[src/cdpm_pkg.sv]
// Package with constants and types for the clock distribution and power modes.
package cdpm_pkg;
    localparam int CDPM_NUM_SRC = 7;
    localparam int CDPM_SEL_W = 3;
    localparam int CDPM_DIV_W = 16;
    localparam int CDPM_NUM_DIG = 8;
    localparam int CDPM_NUM_ANA = 4;
    localparam int CDPM_NUM_DIV = CDPM_NUM_DIG + CDPM_NUM_ANA;
    localparam int CDPM_SUB_W = 8;
    localparam logic [15:0] CDPM_DIV_MIN = 16'h0002;
    localparam logic [15:0] CDPM_BUS_DIV_RST = 16'h0002;
    localparam logic [15:0] CDPM_DIV_RST = 16'h0002;
    localparam logic [7:0] CDPM_ACT_TPL_RST = 8'hFF;
    localparam logic [7:0] CDPM_ALT_TPL_RST = 8'hFE;
    localparam int CDPM_CPU_BIT = 0;
    localparam int CDPM_WAKE_W = 6;
    localparam int CDPM_WAKE_PIN = 1;
    localparam int CDPM_USB_HZ = 48_000_000;
    localparam int CDPM_USB_HALF_HZ = 24_000_000;

    typedef enum logic [1:0] {
        CDPM_ACTIVE = 2'h0,
        CDPM_ALT_ACTIVE = 2'h1,
        CDPM_SLEEP = 2'h3,
        CDPM_HIBERNATE = 2'h2
    } cdpm_mode_t;

    typedef enum logic [1:0] {
        CDPM_USB_DIRECT = 2'h0,
        CDPM_USB_DBL_OSC = 2'h1,
        CDPM_USB_DBL_IC = 2'h2,
        CDPM_USB_DBL_XTAL = 2'h3
    } cdpm_usb_src_t;
endpackage : cdpm_pkg

[src/cdpm_divider.sv]
// One clock divider: input selector, divide-by-N, resync and deglitch.
`timescale 1ns/1ps
module cdpm_divider
    import cdpm_pkg::*;
(
    input wire logic clk,
    input wire logic nrst,
    input wire logic [7:0] src_in,
    input wire logic [CDPM_SEL_W-1:0] sel,
    input wire logic [CDPM_DIV_W-1:0] ratio,
    input wire logic [CDPM_DIV_W-1:0] skew,
    input wire logic enable,
    output logic clk_out
);
    logic [2:0] sync_q, sync_d;
    logic [CDPM_SEL_W-1:0] sel_q, sel_d;
    logic [CDPM_DIV_W-1:0] ratio_q, ratio_d, cnt_q, cnt_d;
    logic [CDPM_DIV_W-1:0] skew_q, skew_d;
    logic div_q, div_d, out_q, out_d, rise;
    logic [CDPM_DIV_W-1:0] half;

    // Only the qualified source edges clock the divider counter.
    always_comb begin
        sync_d = {sync_q[1:0], src_in[sel_q]};
        rise = sync_q[1] & ~sync_q[2];
        half = ratio_q >> 1;
        sel_d = sel_q;
        ratio_d = ratio_q;
        skew_d = skew_q;
        cnt_d = cnt_q;
        div_d = div_q;
        if (rise) begin
            if (cnt_q == ratio_q - 16'h0001) begin
                cnt_d = '0;
                div_d = 1'b0;
                // Settings load only at a period boundary.
                sel_d = sel;
                ratio_d = (ratio < CDPM_DIV_MIN) ? CDPM_DIV_MIN : ratio;
                skew_d = skew;
            end else begin
                cnt_d = cnt_q + 16'h0001;
                if (cnt_q + 16'h0001 == half) begin
                    div_d = 1'b1;
                end
            end
        end
        // A skewed phase shifts the high window later; analog use only.
        out_d = enable & div_q;
        if (skew_q != '0) begin
            out_d = enable & (((cnt_q + ratio_q - skew_q) % ratio_q) >= half);
        end
    end

    always_ff @(posedge clk or negedge nrst) begin
        if (!nrst) begin
            sync_q <= '0;
            sel_q <= '0;
            ratio_q <= CDPM_DIV_RST;
            skew_q <= '0;
            cnt_q <= '0;
            div_q <= 1'b0;
            out_q <= 1'b0;
        end else begin
            sync_q <= sync_d;
            sel_q <= sel_d;
            ratio_q <= ratio_d;
            skew_q <= skew_d;
            cnt_q <= cnt_d;
            div_q <= div_d;
            out_q <= out_d;
        end
    end

    assign clk_out = out_q;

    a_div_boundary: assert property (@(posedge clk) disable iff (!nrst)
        !(rise && cnt_q == ratio_q - 16'h0001) |=> $stable(ratio_q))
        else $error("divider ratio changed mid-period");
    a_div_min: assert property (@(posedge clk) disable iff (!nrst)
        ratio_q >= CDPM_DIV_MIN)
        else $error("divider ratio below two");
endmodule : cdpm_divider

[src/cdpm_top.sv]
// Central clock distribution and power-mode controller.
`timescale 1ns/1ps
//////////////////////////////////////////////////////////////////////////////
// Contract
// Seven sources selectable; system clock picked from the fastest one.
// 16-bit divider makes bus clock from system clock; CPU uses bus clock.
// Eight 16-bit digital dividers, each fed from any of seven sources.
// Four 16-bit analog dividers with adjustable skew.
// Each divider selects its input through an eight-input multiplexer.
// Ratios of two or more, about half duty cycle.
// Divider outputs resynchronised to system clock and deglitched.
// Digital divider outputs route back as inputs for chained division.
// Up to eight extra interconnect clocks feed the digital dividers.
// USB clock is 48 MHz direct or doubled 24 MHz source.
// USB logic crosses between bus and its own asynchronous clock.
// Four modes: active, alternate active, sleep, hibernate.
// In active modes each subsystem follows its template bit; in active the code also ANDs the CPU bit with cpu_q.
// Active entered by wakeup, reset or write; left on request.
// Alternate active only by write; any interrupt returns to active.
// Sleep gates most resources; only slow oscillators run; listed wakeups.
// Sleep keeps timewheel and real-time clock running.
// Hibernate stops all clocks; only pin interrupt unit wakes.
// Divider selection or ratio changes apply only at period boundary.
// Wakeup returns to active, re-enables CPU; active after boot.
module cdpm_top
    import cdpm_pkg::*;
(
    input wire logic clk,
    input wire logic nrst,
    input wire logic [CDPM_NUM_SRC-1:0] src_clk,
    input wire logic [CDPM_NUM_SRC-1:0] src_valid,
    input wire logic [CDPM_NUM_SRC*3-1:0] src_rank,
    input wire logic [CDPM_NUM_DIG-1:0] ic_clk,
    input wire logic [CDPM_DIV_W-1:0] bus_ratio,
    input wire logic [CDPM_NUM_DIV*CDPM_SEL_W-1:0] div_sel,
    input wire logic [CDPM_NUM_DIV*CDPM_DIV_W-1:0] div_ratio,
    input wire logic [CDPM_NUM_ANA*CDPM_DIV_W-1:0] ana_skew,
    input wire logic [1:0] usb_src,
    input wire logic usb_ic_48,
    output logic usb_clk_ok,
    input wire logic mode_wr,
    input wire logic [1:0] mode_req,
    input wire logic [CDPM_SUB_W-1:0] act_tpl,
    input wire logic [CDPM_SUB_W-1:0] alt_tpl,
    input wire logic cpu_off_req,
    input wire logic irq_any,
    input wire logic [CDPM_WAKE_W-1:0] wake_src,
    output logic [1:0] mode,
    output logic [CDPM_SUB_W-1:0] sub_en,
    output logic slow_clk_en,
    output logic timewheel_en,
    output logic [2:0] sys_sel,
    output logic bus_clk,
    output logic cpu_clk,
    output logic [CDPM_NUM_DIG-1:0] dig_clk,
    output logic [CDPM_NUM_ANA-1:0] ana_clk
);
    //////////////////////////////////////////////////////////////////////////
    // System clock source choice: highest rank among valid sources.
    logic [2:0] sys_sel_q, sys_sel_d;
    logic [2:0] best_rank;

    always_comb begin
        sys_sel_d = sys_sel_q;
        best_rank = 3'h0;
        for (int i = 0; i < CDPM_NUM_SRC; i++) begin
            if (src_valid[i] && src_rank[i*3 +: 3] >= best_rank) begin
                best_rank = src_rank[i*3 +: 3];
                sys_sel_d = 3'(i);
            end
        end
    end

    // With no source running the old choice is kept rather than forced.
    a_sys_valid: assert property (@(posedge clk) disable iff (!nrst)
        (|src_valid) |-> src_valid[sys_sel_d])
        else $error("system clock picked from a stopped source");

    a_sys_hold: assert property (@(posedge clk) disable iff (!nrst)
        !(|src_valid) |=> sys_sel_q == $past(sys_sel_q))
        else $error("system clock choice moved with no source");

    //////////////////////////////////////////////////////////////////////////
    // Power mode state.
    cdpm_mode_t mode_q, mode_d;
    logic cpu_q, cpu_d;
    logic wake;

    always_comb begin
        mode_d = mode_q;
        cpu_d = cpu_q;
        unique case (mode_q)
            CDPM_ACTIVE, CDPM_ALT_ACTIVE: wake = irq_any;
            CDPM_SLEEP: wake = |wake_src;
            CDPM_HIBERNATE: wake = wake_src[CDPM_WAKE_PIN];
        endcase
        if (cpu_off_req) begin
            cpu_d = 1'b0;
        end
        if (mode_wr) begin
            mode_d = cdpm_mode_t'(mode_req);
        end
        if (wake && mode_q != CDPM_ACTIVE) begin
            mode_d = CDPM_ACTIVE;
            cpu_d = 1'b1;
        end else if (wake && !cpu_q) begin
            cpu_d = 1'b1;
        end
    end

    always_ff @(posedge clk or negedge nrst) begin
        if (!nrst) begin
            mode_q <= CDPM_ACTIVE;
            cpu_q <= 1'b1;
            sys_sel_q <= 3'h0;
        end else begin
            mode_q <= mode_d;
            cpu_q <= cpu_d;
            sys_sel_q <= sys_sel_d;
        end
    end

    logic clocks_on;
    always_comb begin
        unique case (mode_q)
            CDPM_ACTIVE: sub_en = act_tpl;
            CDPM_ALT_ACTIVE: sub_en = alt_tpl;
            default: sub_en = '0;
        endcase
        if (mode_q == CDPM_ACTIVE) begin
            sub_en[CDPM_CPU_BIT] = act_tpl[CDPM_CPU_BIT] & cpu_q;
        end
        clocks_on = (mode_q == CDPM_ACTIVE) || (mode_q == CDPM_ALT_ACTIVE);
    end
    assign slow_clk_en = (mode_q != CDPM_HIBERNATE);
    assign timewheel_en = (mode_q != CDPM_HIBERNATE);
    assign mode = mode_q;
    assign sys_sel = sys_sel_q;

    //////////////////////////////////////////////////////////////////////////
    // Reference tick at half the system clock.
    // The dividers count sampled rising edges, so a source can be seen at
    // most every other cycle. The bus divider therefore counts this tick,
    // and its period is twice its ratio in system clock cycles.
    logic sys_tick_q, sys_tick_d;

    always_comb begin
        sys_tick_d = ~sys_tick_q;
    end

    always_ff @(posedge clk or negedge nrst) begin
        if (!nrst) begin
            sys_tick_q <= 1'b0;
        end else begin
            sys_tick_q <= sys_tick_d;
        end
    end

    //////////////////////////////////////////////////////////////////////////
    // Bus divider and the general dividers.
    // A constant level in a selector slot would never give an edge, so the
    // spare analog slot carries the reference tick instead.
    logic [7:0] base_src;
    logic [CDPM_NUM_DIG-1:0] dig_raw;
    assign base_src = {sys_tick_q, src_clk};

    cdpm_divider u_bus (
        .clk(clk), .nrst(nrst), .src_in({8{sys_tick_q}}), .sel(3'h0),
        .ratio(bus_ratio), .skew('0), .enable(clocks_on),
        .clk_out(bus_clk));
    assign cpu_clk = bus_clk & cpu_q & clocks_on;

    genvar g;
    generate
        for (g = 0; g < CDPM_NUM_DIV; g++) begin : g_div
            logic [7:0] in_g;
            logic o_g;
            if (g < CDPM_NUM_DIG) begin : g_dig
                // Slot 7 takes the interconnect clock or the previous
                // divider, so two dividers chain to 32 bits.
                if (g == 0) begin : g_first
                    assign in_g = {ic_clk[0], src_clk};
                end else begin : g_rest
                    assign in_g = {ic_clk[g] | dig_raw[g-1], src_clk};
                end
                assign dig_raw[g] = o_g;
                assign dig_clk[g] = o_g;
            end else begin : g_ana
                assign in_g = base_src;
                assign ana_clk[g-CDPM_NUM_DIG] = o_g;
            end
            cdpm_divider u_div (
                .clk(clk), .nrst(nrst), .src_in(in_g),
                .sel(div_sel[g*CDPM_SEL_W +: CDPM_SEL_W]),
                .ratio(div_ratio[g*CDPM_DIV_W +: CDPM_DIV_W]),
                .skew(g < CDPM_NUM_DIG ? 16'h0000
                    : ana_skew[(g%CDPM_NUM_ANA)*CDPM_DIV_W +: CDPM_DIV_W]),
                .enable(clocks_on), .clk_out(o_g));
        end
    endgenerate

    //////////////////////////////////////////////////////////////////////////
    // USB clock readiness, carried across with a two-stage synchroniser.
    logic [1:0] usb_sync_q, usb_sync_d;
    logic usb_raw;
    always_comb begin
        unique case (cdpm_usb_src_t'(usb_src))
            CDPM_USB_DIRECT: usb_raw = usb_ic_48;
            default: usb_raw = src_valid[usb_src];
        endcase
        usb_sync_d = {usb_sync_q[0], usb_raw & clocks_on};
    end
    always_ff @(posedge clk or negedge nrst) begin
        if (!nrst) begin
            usb_sync_q <= '0;
        end else begin
            usb_sync_q <= usb_sync_d;
        end
    end
    assign usb_clk_ok = usb_sync_q[1];

    //////////////////////////////////////////////////////////////////////////
    a_mode_wake: assert property (@(posedge clk) disable iff (!nrst)
        (wake && mode_q != CDPM_ACTIVE) |=> mode_q == CDPM_ACTIVE)
        else $error("wakeup did not return to active");
    a_hib_clocks: assert property (@(posedge clk) disable iff (!nrst)
        mode_q == CDPM_HIBERNATE |-> !cpu_clk && sub_en == '0)
        else $error("clocks running in hibernate");
    a_sleep_slow: assert property (@(posedge clk) disable iff (!nrst)
        mode_q == CDPM_SLEEP |-> slow_clk_en && timewheel_en)
        else $error("slow clocks off in sleep");
    a_tpl_active: assert property (@(posedge clk) disable iff (!nrst)
        mode_q == CDPM_ALT_ACTIVE |-> sub_en == alt_tpl)
        else $error("alternate template not applied");
    a_hib_pinwake: assert property (@(posedge clk) disable iff (!nrst)
        (mode_q == CDPM_HIBERNATE && !mode_wr && !wake_src[CDPM_WAKE_PIN])
        |=> mode_q == CDPM_HIBERNATE)
        else $error("hibernate left without pin interrupt");
    a_cpu_wake: assert property (@(posedge clk) disable iff (!nrst)
        (wake && !cpu_q) |=> cpu_q)
        else $error("cpu not re-enabled on wakeup");
    c_sleep_wake: cover property (@(posedge clk) disable iff (!nrst)
        mode_q == CDPM_SLEEP ##1 mode_q == CDPM_ACTIVE);
    c_hib_wake: cover property (@(posedge clk) disable iff (!nrst)
        mode_q == CDPM_HIBERNATE ##1 mode_q == CDPM_ACTIVE);
    c_alt_irq: cover property (@(posedge clk) disable iff (!nrst)
        mode_q == CDPM_ALT_ACTIVE ##1 mode_q == CDPM_ACTIVE);
    c_cpu_off: cover property (@(posedge clk) disable iff (!nrst)
        cpu_q ##1 !cpu_q);
    c_usb_ok: cover property (@(posedge clk) disable iff (!nrst)
        !usb_clk_ok ##1 usb_clk_ok);

    //////////////////////////////////////////////////////////////////////////
    // Mode entry and exit. Outside active, a wakeup beats a write in the same cycle, so the
    // write checks only hold when no wakeup is pending.
    a_mode_write: assert property (@(posedge clk) disable iff (!nrst)
        (mode_wr && !wake) |=> mode_q == $past(mode_req))
        else $error("mode write not applied");

    a_alt_irq: assert property (@(posedge clk) disable iff (!nrst)
        (mode_q == CDPM_ALT_ACTIVE && irq_any) |=> mode_q == CDPM_ACTIVE)
        else $error("interrupt did not leave alternate active");

    a_alt_entry: assert property (@(posedge clk) disable iff (!nrst)
        (mode_q != CDPM_ALT_ACTIVE && !mode_wr)
        |=> mode_q != CDPM_ALT_ACTIVE)
        else $error("alternate active entered without a write");

    a_sleep_entry: assert property (@(posedge clk) disable iff (!nrst)
        (mode_q != CDPM_SLEEP && !mode_wr) |=> mode_q != CDPM_SLEEP)
        else $error("sleep entered without a write");

    a_sleep_wake: assert property (@(posedge clk) disable iff (!nrst)
        (mode_q == CDPM_SLEEP && |wake_src) |=> mode_q == CDPM_ACTIVE)
        else $error("sleep wakeup source ignored");

    //////////////////////////////////////////////////////////////////////////
    // Gating of subsystems and clocks per mode.
    a_sleep_gate: assert property (@(posedge clk) disable iff (!nrst)
        mode_q == CDPM_SLEEP |-> sub_en == '0 && !cpu_clk)
        else $error("resources left on in sleep");

    a_act_tpl: assert property (@(posedge clk) disable iff (!nrst)
        mode_q == CDPM_ACTIVE
        |-> sub_en[CDPM_SUB_W-1:1] == act_tpl[CDPM_SUB_W-1:1])
        else $error("active template not applied");

    a_cpu_gate: assert property (@(posedge clk) disable iff (!nrst)
        !cpu_q |-> !cpu_clk)
        else $error("cpu clock running while cpu is off");

    a_hib_slow: assert property (@(posedge clk) disable iff (!nrst)
        mode_q == CDPM_HIBERNATE |-> !slow_clk_en && !timewheel_en)
        else $error("slow clocks running in hibernate");

    a_timewheel_on: assert property (@(posedge clk) disable iff (!nrst)
        mode_q != CDPM_HIBERNATE |-> timewheel_en)
        else $error("timewheel stopped outside hibernate");

    a_slow_on: assert property (@(posedge clk) disable iff (!nrst)
        mode_q != CDPM_HIBERNATE |-> slow_clk_en)
        else $error("slow oscillators stopped outside hibernate");

    // Divider outputs are registered, so they fall one cycle after gating.
    a_clk_stop: assert property (@(posedge clk) disable iff (!nrst)
        !clocks_on |=> !bus_clk && dig_clk == '0 && ana_clk == '0)
        else $error("divider clocks running in a low power mode");

    //////////////////////////////////////////////////////////////////////////
    // Processor enable.
    a_cpu_off: assert property (@(posedge clk) disable iff (!nrst)
        (cpu_off_req && !wake) |=> !cpu_q)
        else $error("cpu did not switch itself off");

    a_cpu_keep: assert property (@(posedge clk) disable iff (!nrst)
        (!cpu_off_req && !wake) |=> cpu_q == $past(cpu_q))
        else $error("cpu enable changed without a cause");

    //////////////////////////////////////////////////////////////////////////
    // USB readiness crosses through two stages and follows the gating.
    a_usb_gate: assert property (@(posedge clk) disable iff (!nrst)
        !clocks_on |=> ##1 !usb_clk_ok)
        else $error("usb clock reported ready in a low power mode");

    a_usb_lag: assert property (@(posedge clk) disable iff (!nrst)
        usb_clk_ok |-> $past(clocks_on, 2))
        else $error("usb ready skipped the synchroniser");
endmodule : cdpm_top

[config.mk]
export PLATFORM = sky130hd
export DESIGN_NAME = cdpm_top
export DESIGN_NICKNAME = d
export VERILOG_FILES = /design/src/cdpm_pkg.sv /design/src/cdpm_divider.sv /design/src/cdpm_top.sv
export SDC_FILE = /design/constraint.sdc
export NUM_CORES = 2
export LEC_CHECK = 0
export BUFFER_PORTS_ARGS = -buffer_cell sky130_fd_sc_hd__clkbuf_2
export CELL_PAD_IN_SITES_DETAIL_PLACEMENT = 2
export CELL_PAD_IN_SITES_GLOBAL_PLACEMENT = 2
export CORE_UTILIZATION = 39
export DETAILED_ROUTE_END_ITERATION = 10
export GPL_TIMING_DRIVEN = 0
export PLACE_DENSITY_LB_ADDON = 0.1
export SLEW_MARGIN = 20
export SYNTH_ARGS = -nofsm -noshare
export SYNTH_HDL_FRONTEND = slang
export SYNTH_SLANG_ARGS = --single-unit
[constraint.sdc]
create_clock -name clk -period 39.8 [get_ports clk]
set_input_delay 7.96 -clock clk [delete_from_list [all_inputs] [get_ports clk]]
set_output_delay 7.96 -clock clk [all_outputs]
set_load 0.005 [all_outputs]
Yosys cells after proc, flatten, opt, wreduce, memory -nomap -nowiden:

Index checks and enable logic that the tools add are counted.

* add/sub/neg operators: 34
* multipliers: 0
* div/mod/pow operators: 4
* order comparisons: 37
* equal/unequal tests: 30
* shift-type cells: 0
* muxes and demuxes: 104
* bitwise operators: 55
* reduce and logical (&&, ||, !) cells: 62

Operators with widths (count)
* 16-bit 2-to-1 mux: 26
* 16-bit by 1-bit adder with 16-bit output, second input constant: 13
* 16-bit by 15-bit equality test with 1-bit output: 13
* 16-bit equality test: 13
* 16-bit by 2-bit less-than comparator with 1-bit output, second input constant: 13
* 16-bit by 1-bit subtractor with 16-bit output, second input constant: 13
* 16-bit adder: 4
* 16-bit by 15-bit greater-or-equal comparator with 1-bit output: 4
* 16-bit by 16-bit modulo with 16-bit output: 4
* 16-bit nonzero test: 4
* 16-bit subtractor: 4
* 2-bit AND reduction: 26
* 3-bit by 4-bit less-than comparator with 1-bit output, second input constant: 12
* 1-bit 2-to-1 mux: 48
* 3-bit 2-to-1 mux: 13
* 1-bit binary-select mux with 3-bit select: 12
* 1-bit bitwise AND: 34
* 2-bit nonzero test: 15
* 3-bit greater-or-equal comparator: 6
* 8-bit one-hot mux with 2 select lines: 1
* 1-bit NOT: 14
* 1-bit logical AND: 9
* 1-bit OR: 7
* 7-bit nonzero test: 1
* 14 further kinds: 17

* register bits: 590
* bits in latches: 0
* RAM bits: 0
* bits in read-only memories: 0
* bits of input ports: 383
* output and inout port bits: 30
* logic and storage cells: 412
* memories kept: 0

Depth between registers and ports, before layout:

* word-level depth: 21
* depth in mapped cells: 172
* mapped depth without buffers: 156

By module:

Synthesis repeated with hierarchy kept, for this count alone.

* cell total of the unflattened synthesis: 21982
* area total of the unflattened synthesis: 165716.4 µm²

Modules (own cells, without submodules)
* cdpm_divider at g_div[4].u_div ...: instances 6, cells each 1673, area each 12567.1 µm², seq. area each 1402.6 µm²
* cdpm_divider at g_div[0].u_div ...: instances 4, cells each 1687, area each 12816.0 µm², seq. area each 1402.6 µm²
* cdpm_divider at u_bus: instances 1, cells each 1727, area each 12599.6 µm², seq. area each 1402.6 µm²
* cdpm_divider at g_div[2].u_div: instances 1, cells each 1663, area each 12555.8 µm², seq. area each 1402.6 µm²
* cdpm_divider at g_div[3].u_div: instances 1, cells each 1630, area each 12418.2 µm², seq. area each 1402.6 µm²
* cdpm_top: instances 1, cells each 176, area each 1476.4 µm², seq. area each 226.5 µm²

Worst setup path after synthesis:

OpenSTA, ideal clock, no wires.

* kind: register to register
* start point: register g_div[11].u_div.ratio_q[1]
* end point: register g_div[11].u_div.out_q
* setup time: 0.138 ns
* data arrival time: 31.934 ns
* required time: 39.662 ns
* setup slack: 7.728 ns
* stages on the path, launching flop included: 154
* path buffers: 16
* clock period less this slack: 32.072 ns
* path through: dfstp_2 inv_1 fa_1 inv_1 ha_1 a21oi_1 nand4b_1 a21o_1 o22ai_1 or2_2 a21oi_1 xnor2_1 ha_1 o211ai_1 a21oi_1 ha_1 o21a_1 o21ai_0 [... 118 more ...] a21bo_2 a21boi_0 or2_2 clkbuf_1 nand2_1 o21ai_0 ha_1 nand2b_1 a21o_1 a21o_1 a21oi_1 nor2b_1 o21ai_0 a21oi_1 o21ai_0 a21oi_1 nor4_1 a211oi_1

* longest elaborated chain between the ends: 6

RTL lines
* from (decl): RTL line cdpm_divider.sv:17 `logic [CDPM_DIV_W-1:0] ratio_q, ratio_d, cnt_q, cnt_d;`
* from (signal assigned): RTL line cdpm_divider.sv:66 `ratio_q <= ratio_d;`
* 16-bit adder: RTL line cdpm_divider.sv:50 `out_d = enable & (((cnt_q + ratio_q - skew_q) % ratio_q) >= half);`
* 16-bit subtractor: RTL line cdpm_divider.sv:50
* 16-bit by 16-bit modulo with 16-bit output: RTL line cdpm_divider.sv:50
* 16-bit by 15-bit greater-or-equal comparator with 1-bit output *: RTL line cdpm_divider.sv:50
* 1-bit bitwise AND *: RTL line cdpm_divider.sv:50
* 1-bit 2-to-1 mux *: RTL line cdpm_divider.sv:49 `if (skew_q != '0) begin`
* named net g_div[11].u_div.out_d: RTL line cdpm_divider.sv:19 `logic div_q, div_d, out_q, out_d, rise;`
* to (signal assigned): RTL line cdpm_divider.sv:70 `out_q <= out_d;`
* to (decl): RTL line cdpm_divider.sv:19

The timed path passes the listed nets; every way through them passes the cells marked *.
A chain may end at the register's enable or synchronous reset.

Worst setup path in the final report:

Ends and elaborated chain as after synthesis.

==> impl_results.md <==
- Hold_buf cts: 0
- WHS Path Cells: 0
- Fin crit period: ~38 ns
- Residual overflow from global routing: 0
- Mapped cell area: 72900 µm²
- Outcome: finished, final reports clean
- Critical path launch point: g_div[11].u_div.ratio_q[1]
- Htree depth: 3
- Initial Util: approximately 40%
- First-iteration detailed-routing DRC count: ~3.3k
- Largest net degree at the start of global routing: 87
- Routing usage on met2: between 50% and 60%
- Fmax: about 0.026 GHz
- Worst EP arrival: 38.36 ns
- Die Y: 434 µm
- Post-route ant nets: 0
- P_leak: ~36 nW
- Final Setup Violations: 0
- Initial antenna violation count: 15
- Clk_skew: between 0.06 and 0.07 ns
- Syn-to-layout area delta: 13.2%
- Critical path's largest stage delay: around 0.72 ns
- Post-synth top flop: dfrtp_1
- Post-synthesis sequential area ratio: 20.3%
- Synth warn: 0
- Smallest hold slack: between 0.3 and 0.4 ns
- Setup crit end kind: flop
- Post-DR wirelength/cell: around 25 µm
- First-pass GRT wire length: 464000 µm
- Core region area: between 150000 and 200000 µm²
- Clock Latency Late Sink: 0.77 ns
- Ports: 413
- Post-route insts no fill: about 12k
- Ratio of cells with drive above 1 in the final layout: between 10% and 20%
- CTS tree: done
- Syn Area/Cell: ~8 µm²
- Routability-driven placement congestion ratio: 0.897
- Placed Area: just under 80000 µm²
- Die area: between 150000 and 200000 µm²
- Root Driver: clkbuf_16
- Period utilization: between 90 and 100%
- Final Hold Fails: 0
- Fin area: about 82000 µm²
- Max IR drop VDD: between 0.00005 and 0.00006 V
- Setup TNS: 0 ns
- DR pass1 iterations: 5
- Max Cap Viol: 0
- Placed cells: ~12k
- Cell mode on critical path: a21oi_1
- CTS Sinks: just under 600
- Number of synthesized flops with an enable pin: 0
- Synthesized Nets: between 10k and 15k
- Flop2flop setup slack: 2.04 ns
- Core Rows: 158
- Worst r2r path cells: 160
- I/O Buffers: just over 400
- Worst Path Required: a little over 40 ns
- Setup CP Type: flop to flop
- Met3 usage: between 3 and 4%
- Clk pin slew, worst setup/hold paths: around 0.06 ns
- Power consumption: 5.88 mW
- Die Width: roughly 430 µm
- Vias in the first global route: around 80k
- CP Max Fanout: 10
- Slew Limit Headroom: 22.2%
- Worst setup endpoint: g_div[11].u_div.clk_out
- CTS Buffer Depth: 3
- Final Max Tran Viols: 0
- Met1 GRT Util: a little under two fifths
- Vias: around 73k
- Drt total wl: roughly 300000 µm
- DP HPWL: between 200000 and 250000 µm
- Pwr Density: 71.3 nW/µm²
- Total global-route track usage: 31.0%
- Library cells used by synthesis: ~100
- Tightest Hold Check Type: flop to flop
- Slowest CP cell: dfstp_2
- Most frequent cells in the layout: nand2_1, ha_1, nor2_1
- Most common cell after layout, fill and taps aside: nand2_1
- Reg2reg end: g_div[11].u_div.clk_out
- Crit start category: flop
- Drt drc: 0
- Via-per-instance ratio: roughly 6.0
- Share of synthesized registers carrying an async set or reset: 100%
- Worst-Margin Slew: about 1.2 ns
- Worst R2R Start: g_div[11].u_div.ratio_q[1]
- Cell count after synthesis: about 9.1k
- Flops & latches, synth: 590
- CTS buffer count: 81
- Grt peak-use layer: met2
- Layout net count: about 11k
-- how the worst min path moves through the flow --
| stage | end | startpoint |
|---|---|---|
| after detailed placement | g_div[3].u_div.sync_q[1] | g_div[3].u_div.sync_q[0] |
| after CTS | usb_sync_q[1] | usb_sync_q[0] |
| final | g_div[3].u_div.sync_q[1] | g_div[3].u_div.sync_q[0] |
| after global routing | usb_sync_q[1] | usb_sync_q[0] |
| after floorplan | g_div[0].u_div.sync_q[1] | g_div[0].u_div.sync_q[0] |
| after global placement | g_div[3].u_div.sync_q[1] | g_div[3].u_div.sync_q[0] |
-- synth_stat cells (all sizes together), types with 31 or more instances --
cell / instances / area share [%]
a211oi: 71 / 0.75
a21boi: 39 / 0.40
a21o: 167 / 1.7
a21oi: 513 / 3.5
a31oi: 86 / 0.74
and2: 67 / 0.58
and3: 138 / 1.2
buf: 67 / 0.51
clkbuf: 319 / 1.6
dfrtp: 576 / 20
fa: 64 / 1.8
ha: 721 / 12
inv: 464 / 2.4
mux2: 379 / 5.9
mux2i: 81 / 1.1
nand2: 813 / 4.2
nand2b: 154 / 1.3
nand3: 262 / 1.8
nand3b: 32 / 0.33
nand4: 108 / 0.93
nor2: 651 / 3.4
nor2b: 132 / 1.1
nor3: 320 / 2.2
nor4: 143 / 1.3
o211ai: 86 / 0.89
o21a: 172 / 1.8
o21ai: 677 / 4.6
o21bai: 31 / 0.32
o22ai: 32 / 0.27
o31a: 35 / 0.42
o31ai: 123 / 1.3
or2: 61 / 0.52
or3: 107 / 0.92
xnor2: 584 / 7.0
xor2: 358 / 4.3
-- per-layer routing --
metal | routed length (µm) | part of all wire [%] | up-vias
met5 | 0 | 0 | -
met4 | 12100 | 4.0 | 0
met3 | 9420 | 3.1 | 471
met2 | 149000 | 50 | 1304
met1 | 129000 | 43 | 37300
li1 | - | - | 34200
-- where the power goes --
part / switching (mW) / internal, mW / total, mW / leakage [nW]
sequential: 0.0859 / 0.667 / 0.753 / 7.22
clock: 0.335 / 0.460 / 0.796 / 1.38
combinational: 2.53 / 1.79 / 4.33 / 27.4
-- state kept, by name (all words and copies together), names as in the netlist, 3 cells and up --
register,cells
g_div.u_div.clk_out,12
g_div.u_div.cnt_q,192
g_div.u_div.div_q,12
g_div.u_div.ratio_q,192
g_div.u_div.sel_q,36
g_div.u_div.skew_q,64
g_div.u_div.sync_q,36
sys_sel,3
u_bus.cnt_q,16
u_bus.ratio_q,16
u_bus.sync_q,3
-- metrics by stage --
stage,util [%],worst slack (ns)
final,44.5,2.04
after global routing,44.5,-0.0745
after CTS,44.1,0.0162
after detailed placement,42.3,-2.62
after global placement,42.1,-1.30
after floorplan,-,7.73
-- kinds of logic (layout without fill, tap and decap cells) --
logic type,after synthesis,after routing,synth area share [%]
adders and majority gates,785,785,14.1
muxes,485,485,7.74
DFF,590,590,20.3
AOI/OAI and AO/OA,2358,2358,20.9
other,0,10,0
buffers and inverters,850,1469,4.54
and+or+nand+nor,3097,3097,21.1
xor gates and xnor gates,942,942,11.3
-- worst max-delay path: cells and delay by family (launching register included) --
| kind | cells | cell delay, ns |
|---|---|---|
| XOR/XNOR | 1 | 0.18 |
| flip-flops | 1 | 0.72 |
| multiplexers | 2 | 0.69 |
| AO/OA/AOI/OAI | 81 | 18.68 |
| buffers and inverters | 20 | 4.25 |
| AND/OR/NAND/NOR | 37 | 6.82 |
| adder cells (fa/ha/maj) | 19 | 6.18 |
-- repair_timing --
| action | CTS | global route |
|---|---|---|
| setup endpoints to repair | 4 | 4 |
| gates resized for setup | 84 | 160 |
| pin swaps | 2 | 5 |
| buffers inserted | 22 | 30 |
-- cell type report --
cell class	instances	area, µm²
flip-flops and latches	590	14800
plain buffers	371	1590
fillers	21300	103000
diodes	10	25.0
clock buffers	112	2290
inverters	464	1860
well taps	2480	3100
multi-input cells	7667	55400
clock inverters	39	551
repair buffers	483	2890
Note: power is estimated with default switching activity, not from simulation.
